--- src/predicate_compare_pkg.sv ---
// Purpose: constants and encodings for the predicate compare unit
// Assumes: 64-bit general registers, 64 predicate registers
// Notes: relation and type codes are local encodings from the decode stage
`default_nettype none
package predicate_compare_pkg;
	localparam int DATA_WIDTH = 64;
	localparam int PRED_INDEX_WIDTH = 6;
	localparam int IMM_WIDTH = 8;
	localparam int LATENCY_CYCLES = 1;

	// operand forms
	typedef enum logic [1:0] {
		FORM_REGISTER = 2'h0,
		FORM_SHORT_IMMEDIATE = 2'h1,
		FORM_ZERO_FIRST = 2'h2
	} operand_form_t;

	// implemented relations only; the rest are produced at encoding time
	typedef enum logic [2:0] {
		REL_EQ = 3'h0,
		REL_NE = 3'h1,
		REL_LT = 3'h2,
		REL_LE = 3'h3,
		REL_GT = 3'h4,
		REL_GE = 3'h5,
		REL_LTU = 3'h6
	} relation_t;

	// implemented compare types
	typedef enum logic [2:0] {
		CT_NORMAL = 3'h0,
		CT_UNC = 3'h1,
		CT_AND = 3'h2,
		CT_OR = 3'h3,
		CT_OR_ANDCM = 3'h4
	} compare_type_t;

	localparam logic RESET_VALID = 1'h0;
endpackage : predicate_compare_pkg
`default_nettype wire

--- src/predicate_compare_unit.sv ---
// Purpose: 64-bit integer compare writing two predicate destinations
// Assumes: operands and deferred-exception bits arrive with issue, same clock
// Notes: one-cycle latency; all outputs registered
//
// Overview of operation
// - first operand is register, sign-extended 8-bit immediate, or zero
// - zero-first form accepted only with parallel type and an inequality
// - same destinations fault when qualified, or always for unconditional type
// - deferred flag is third source OR second source in register form
// - relation evaluated over full 64-bit operands, one-bit result
// - normal and unconditional types implement only equal, signed-less, unsigned-less
// - complemented parallel types are negated relation with implemented types
// - parallel types only equal/not-equal, or signed against zero
// - parallel inequalities exist only with zero as first operand
// - and-type clears both when deferred flag or relation false
// - or-types write only when relation true and no deferred flag
// - unqualified: only unconditional type clears both; others do nothing
// - normal writes result and inverse; deferred flag writes zeros
// - unconditional clears both always, then acts as normal when qualified
`default_nettype none
module predicate_compare_unit
	import predicate_compare_pkg::*;
#(
	parameter int WIDTH = DATA_WIDTH
)
(
	input wire logic core_clk,
	input wire logic rst_n,
	input wire logic issue_valid,
	input wire logic qualifying_predicate,
	input wire logic [1:0] operand_form,
	input wire logic [2:0] relation,
	input wire logic [2:0] compare_type,
	input wire logic [IMM_WIDTH-1:0] short_immediate,
	input wire logic [WIDTH-1:0] src2_value,
	input wire logic src2_deferred,
	input wire logic [WIDTH-1:0] src3_value,
	input wire logic src3_deferred,
	input wire logic [PRED_INDEX_WIDTH-1:0] dest1_index,
	input wire logic [PRED_INDEX_WIDTH-1:0] dest2_index,
	output logic dest1_write,
	output logic [PRED_INDEX_WIDTH-1:0] dest1_write_index,
	output logic dest1_write_value,
	output logic dest2_write,
	output logic [PRED_INDEX_WIDTH-1:0] dest2_write_index,
	output logic dest2_write_value,
	output logic illegal_operation_fault,
	output logic done
);
	logic [WIDTH-1:0] first_operand;
	logic deferred;
	logic rel_eq;
	logic rel_lt;
	logic rel_ltu;
	logic rel_result;
	logic is_parallel;
	logic is_inequality;
	logic encoding_legal;
	logic same_dest;
	logic fault_now;
	logic w1;
	logic w2;
	logic v1;
	logic v2;
	logic next_dest1_write;
	logic next_dest2_write;
	logic next_dest1_write_value;
	logic next_dest2_write_value;
	logic [PRED_INDEX_WIDTH-1:0] next_dest1_write_index;
	logic [PRED_INDEX_WIDTH-1:0] next_dest2_write_index;
	logic next_fault;
	logic next_done;
	logic is_equality;
	logic is_base_relation;
	logic code_known;
	logic form_legal;
	logic relation_holds;
	logic relation_fails;

	// first operand select from register, immediate or zero
	always_comb
	begin
		unique case (operand_form_t'(operand_form))
			FORM_REGISTER: first_operand = src2_value;
			FORM_SHORT_IMMEDIATE: first_operand = {{(WIDTH-IMM_WIDTH){short_immediate[IMM_WIDTH-1]}}, short_immediate};
			default: first_operand = '0;
		endcase
	end

	// combined deferred-exception flag; immediate and zero add none
	always_comb
	begin
		deferred = src3_deferred | ((operand_form == FORM_REGISTER) & src2_deferred);
	end

	// relation evaluation over the full operand width
	always_comb
	begin
		rel_eq = first_operand == src3_value;
		rel_lt = $signed(first_operand) < $signed(src3_value);
		rel_ltu = first_operand < src3_value;
		unique case (relation_t'(relation))
			REL_EQ: rel_result = rel_eq;
			REL_NE: rel_result = ~rel_eq;
			REL_LT: rel_result = rel_lt;
			REL_LE: rel_result = rel_lt | rel_eq;
			REL_GT: rel_result = ~(rel_lt | rel_eq);
			REL_GE: rel_result = ~rel_lt;
			REL_LTU: rel_result = rel_ltu;
			default: rel_result = 1'h0;
		endcase
	end

	// class of compare type and relation
	always_comb
	begin
		is_parallel = (compare_type == CT_AND) | (compare_type == CT_OR) | (compare_type == CT_OR_ANDCM);
		is_inequality = (relation == REL_LT) | (relation == REL_LE) | (relation == REL_GT) | (relation == REL_GE);
		is_equality = (relation == REL_EQ) | (relation == REL_NE);
		is_base_relation = (relation == REL_EQ) | (relation == REL_LT) | (relation == REL_LTU);
		code_known = (operand_form != 2'h3) & (compare_type <= CT_OR_ANDCM) & (relation != 3'h7);
	end

	// encoding legality check against implemented combinations
	always_comb
	begin
		form_legal = 1'h0;
		unique case (operand_form)
			FORM_ZERO_FIRST:
			begin
				// zero-first form only for parallel inequalities
				form_legal = is_parallel & is_inequality;
			end
			FORM_SHORT_IMMEDIATE:
			begin
				// no immediate inequality forms for parallel types
				if (is_parallel)
					form_legal = is_equality;
				else
					form_legal = is_base_relation;
			end
			FORM_REGISTER:
			begin
				// equality for parallel types, base relations otherwise
				if (is_parallel)
					form_legal = is_equality;
				else
					form_legal = is_base_relation;
			end
			default:
			begin
				// fourth form code is reserved
				form_legal = 1'h0;
			end
		endcase
		encoding_legal = form_legal & code_known;
	end

	// relation outcome once deferred sources are counted
	always_comb
	begin
		relation_holds = ~deferred & rel_result;
		relation_fails = deferred | ~rel_result;
	end

	// predicate update decision per compare type
	always_comb
	begin
		same_dest = dest1_index == dest2_index;
		w1 = 1'h0;
		w2 = 1'h0;
		v1 = 1'h0;
		v2 = 1'h0;
		fault_now = 1'h0;
		if (qualifying_predicate)
		begin
			fault_now = same_dest | ~encoding_legal;
			unique case (compare_type_t'(compare_type))
				CT_AND:
				begin
					w1 = relation_fails;
					w2 = relation_fails;
				end
				CT_OR:
				begin
					w1 = relation_holds;
					w2 = relation_holds;
					v1 = 1'h1;
					v2 = 1'h1;
				end
				CT_OR_ANDCM:
				begin
					w1 = relation_holds;
					w2 = relation_holds;
					v1 = 1'h1;
				end
				default:
				begin
					w1 = 1'h1;
					w2 = 1'h1;
					v1 = ~deferred & rel_result;
					v2 = ~deferred & ~rel_result;
				end
			endcase
		end
		else if (compare_type == CT_UNC)
		begin
			fault_now = same_dest;
			w1 = 1'h1;
			w2 = 1'h1;
		end
		// a faulting compare writes nothing
		if (fault_now || !issue_valid)
		begin
			w1 = 1'h0;
			w2 = 1'h0;
		end
	end

	// next values of the first destination port
	always_comb
	begin
		next_dest1_write = w1;
		next_dest1_write_value = v1;
		next_dest1_write_index = dest1_index;
	end

	// first destination port registers
	always_ff @(posedge core_clk or negedge rst_n)
	begin
		if (!rst_n)
		begin
			dest1_write <= RESET_VALID;
			dest1_write_value <= 1'h0;
			dest1_write_index <= '0;
		end
		else
		begin
			dest1_write <= next_dest1_write;
			dest1_write_value <= next_dest1_write_value;
			dest1_write_index <= next_dest1_write_index;
		end
	end

	// next values of the second destination port
	always_comb
	begin
		next_dest2_write = w2;
		next_dest2_write_value = v2;
		next_dest2_write_index = dest2_index;
	end

	// second destination port registers
	always_ff @(posedge core_clk or negedge rst_n)
	begin
		if (!rst_n)
		begin
			dest2_write <= RESET_VALID;
			dest2_write_value <= 1'h0;
			dest2_write_index <= '0;
		end
		else
		begin
			dest2_write <= next_dest2_write;
			dest2_write_value <= next_dest2_write_value;
			dest2_write_index <= next_dest2_write_index;
		end
	end

	// next value of the fault pulse
	always_comb
	begin
		next_fault = issue_valid & fault_now;
	end

	// fault pulse register
	always_ff @(posedge core_clk or negedge rst_n)
	begin
		if (!rst_n)
		begin
			illegal_operation_fault <= RESET_VALID;
		end
		else
		begin
			illegal_operation_fault <= next_fault;
		end
	end

	// next value of the completion pulse, one per issue
	always_comb
	begin
		next_done = issue_valid;
	end

	// completion pulse register
	always_ff @(posedge core_clk or negedge rst_n)
	begin
		if (!rst_n)
		begin
			done <= RESET_VALID;
		end
		else
		begin
			done <= next_done;
		end
	end
endmodule : predicate_compare_unit
`default_nettype wire

--- config.mk ---
export PLATFORM = sky130hd
export DESIGN_NAME = predicate_compare_unit
export DESIGN_NICKNAME = d
export VERILOG_FILES = /design/src/predicate_compare_pkg.sv /design/src/predicate_compare_unit.sv
export SDC_FILE = /design/constraint.sdc
export NUM_CORES = 1
export LEC_CHECK = 0
export ABC_AREA = 1
export ABC_CLOCK_PERIOD_IN_PS = 900
export BUFFER_PORTS_ARGS = -buffer_cell sky130_fd_sc_hd__buf_2
export CELL_PAD_IN_SITES_DETAIL_PLACEMENT = 1
export CELL_PAD_IN_SITES_GLOBAL_PLACEMENT = 1
export CORE_ASPECT_RATIO = 1.1
export CORE_MARGIN = 4
export CORE_UTILIZATION = 31
export DETAILED_ROUTE_END_ITERATION = 12
export PLACE_DENSITY = 0.92
export SYNTH_ARGS = -nofsm -noshare
export SYNTH_HDL_FRONTEND = slang
export SYNTH_SLANG_ARGS = --single-unit
--- constraint.sdc ---
create_clock -name core_clk -period 0.9 [get_ports core_clk]
set_input_delay 0.135 -clock core_clk [delete_from_list [all_inputs] [get_ports core_clk]]
set_output_delay 0.135 -clock core_clk [all_outputs]
set_load 0.05 [all_outputs]
==> impl_metrics.json <==
{
  "status": "finished, violations left",
  "violations": "setup timing",
  "die_w_um": 103.4,
  "ioPinCount": 180,
  "synth_most_common_cell": "nand2_1",
  "max_slew_margin_pct": 74.03,
  "layout.nets": 943,
  "timing.critical_path.slowest_stage_cell": "ha_1",
  "min_path_type": "in -> reg",
  "rsz0062_at_grt": "yes",
  "synth.ff_latch_count": 17,
  "syn-cell-area_um2": 3105,
  "yosys.area_share.simple_pct": 34.29,
  "rows": 38,
  "cap_violations": 0,
  "vias": 4215,
  "post-route-drc-count": 0,
  "ant_nets": 0,
  "hp-start": "dest1_index[4]",
  "finalNonFillerCells": 836,
  "finalHoldViolations": 0,
  "antenna_cells": 0,
  "die_area_um2": 11690,
  "drtIter0Drc": 97,
  "synthCells": 509,
  "syn2layout_area_growth_pct": 61.97,
  "slowest_delay_ns": 0.24,
  "yosysTopAreaCell": "ha_1",
  "yosys-top-cells-count": "191 x nand2_1, 92 x inv_1, 64 x ha_1, 36 x a21oi_1, 24 x nor2_1",
  "coreArea_um2": 9842,
  "antenna_found_initial": 0,
  "grt_pass1_wl_um": 20000,
  "p_leak_uw": 0.003176,
  "pwr_density_cell_nw_per_um2": 741.4,
  "clock_path_buffers": 2,
  "drt-total-wl_um": 13680,
  "power_uw": 3729,
  "placed_area_um2": 4451,
  "arrival_ns": 2.64,
  "dp_hpwl_um": 10160,
  "yosysWarnings": 0,
  "finalMaxSlewViolations": 0,
  "end_kind": "flip-flop",
  "grt_pass1_vias": 4592,
  "cp.required_ns": 1.04,
  "fin_setup_tns_ns": -5.362,
  "ys.flop_type": "dfrtp_1",
  "async_reset_ff_share_pct": 100.0,
  "max_freq_ghz": 0.4007,
  "worst_path_most_repeated_cell": "nand2_1",
  "die_h_um": 113.0,
  "synth_edf_count": 0,
  "cts_buffers": 3,
  "synth_area_leaders": "ha_1 26%, nand2_1 23%, dfrtp_1 14%, inv_1 11%, a21oi_1 5.8%",
  "holdWs_ns": 0.005504,
  "period_share_pct": 277.3,
  "finalInstanceArea_um2": 5030,
  "finalSetupViolCount": 22,
  "routedWlPerCell_um": 16.36,
  "dr.pass1.iters": 4,
  "synth_nets": 735,
  "synth_xor_area_share_pct": 1.410,
  "grt_max_degree": 45,
  "root_buffer": "clkbuf_8",
  "htree_levels": 1,
  "cts_tree": "done",
  "grt_usage_pct": 20.90,
  "ys_seq_area_share_pct": 13.70,
  "cp_max_fo": 12,
  "synthMuxAreaShare_pct": 0,
  "synth_cell_types": 33,
  "drive_gt1_share_pct": 39.25,
  "syn_avg_cell_area_um2": 6.101,
  "start_util_pct": 31.55,
  "critPathTopFamily": "simple AND/OR/NAND/NOR gates",
  "io_buffer_count": 179,
  "post_drt_via_cell_ratio": 5.042,
  "startpoint": "operand_form[0]",
  "crit_type": "in -> reg",
  "clk_pin_slew_ns": 0.08,
  "synth_top_area_share_pct": 25.79,
  "gp_congestion": 0.8016,
  "overflow": 0,
  "worstMarginPinSlew_ns": 0.3896,
  "crit_buf_inv": 5,
  "synth_compound_area_share_pct": 11.76,
  "synth_top_family_by_area": "simple AND/OR/NAND/NOR gates",
  "crit_path_start_kind": "input port",
  "setup_slack_ns": -1.596,
  "dp_cells": 817,
  "period_needed_ns": 2.496,
  "peakVddDrop_mv": 0.5269,
  "clock_sinks": 17,
  "synth_fa_ha_area_share_pct": 25.79
}
==> registers in the layout, indices dropped and copies added, names as in the netlist <==
signal and count:
dest1_write_index 6, dest2_write_index 6, dest1_write_value 1, dest2_write 1, dest2_write_value 1, done 1, illegal_operation_fault 1
==> through the flow <==
| step | util [%] | worst slack [ns] |
|---|---|---|
| 2_1_floorplan | - | -1.436 |
| 3_3_place_gp | 45.22 | -1.779 |
| 3_5_place_dp | 45.22 | -1.959 |
| 4_1_cts | 48.28 | -1.547 |
| 5_1_grt | 51.11 | -1.861 |
| 6_report | 51.11 | -1.596 |
==> cells by family after synthesis <==
group | count (synthesis)
compound gates | 62
xor+xnor | 5
fa+ha+maj | 64
buf+inv | 107
flops | 17
simple gates | 254
==> power by group <==
group,switching (uW),internal (uW)
clock network,278,307
logic,1270,1040
registers,26.2,806
==> routing by layer <==
metal,share of wire (%),up-vias,track usage [%]
met5,0,-,0
met3,4.6,37,2.404
met4,3.2,0,7.168
met1,34,2010,20.14
li1,-,2019,-
met2,58,149,43.24
==> final timing paths <==
path | to | slack (ns) | cells after the start
max | dest2_write | -1.60 | 25
min | dest1_write_index[4] | 0.006 | 1
min in group asynchronous | dest2_write_index[4] | 0.34 | 2
max in group asynchronous | dest2_write_index[5] | 0.26 | 2
==> layout by cell type (no fill, tap or decap), drive strengths merged <==
cell type	instances
clkinv	1
a21oi	36
nor3b	1
o32ai	1
inv	93
a21boi	1
o21a	3
dfrtp	17
nand3	15
nor4	1
or2	1
nand4	6
o21ai	10
o311ai	1
a22o	7
ha	64
xor2	3
o21bai	1
xnor2	2
o31ai	1
a21o	1
nor2	29
clkbuf	7
nand2	196
dlygate4sd3	2
buf	211
nor3	5
==> area by class of cell <==
| cell class | instances | area, um2 |
|---|---|---|
| fill | 1311 | 4812 |
| multi-input combinational | 385 | 2544 |
| timing repair buffer | 217 | 1503 |
| sequential | 17 | 425.4 |
| inverter | 93 | 361.6 |
| tap | 120 | 150.1 |
| clock buffer | 3 | 41.29 |
| clock inverter | 1 | 5.005 |
==> timing repair <==
action                     CTS  global route
resized for setup           54            23
pin swaps                    7            24
buffers inserted             1             4
gates cloned                 2             7
setup endpoints to repair   22            22
hold endpoints to repair    17             1
hold buffers                 1             1
Power figures use the tool's default switching activity.
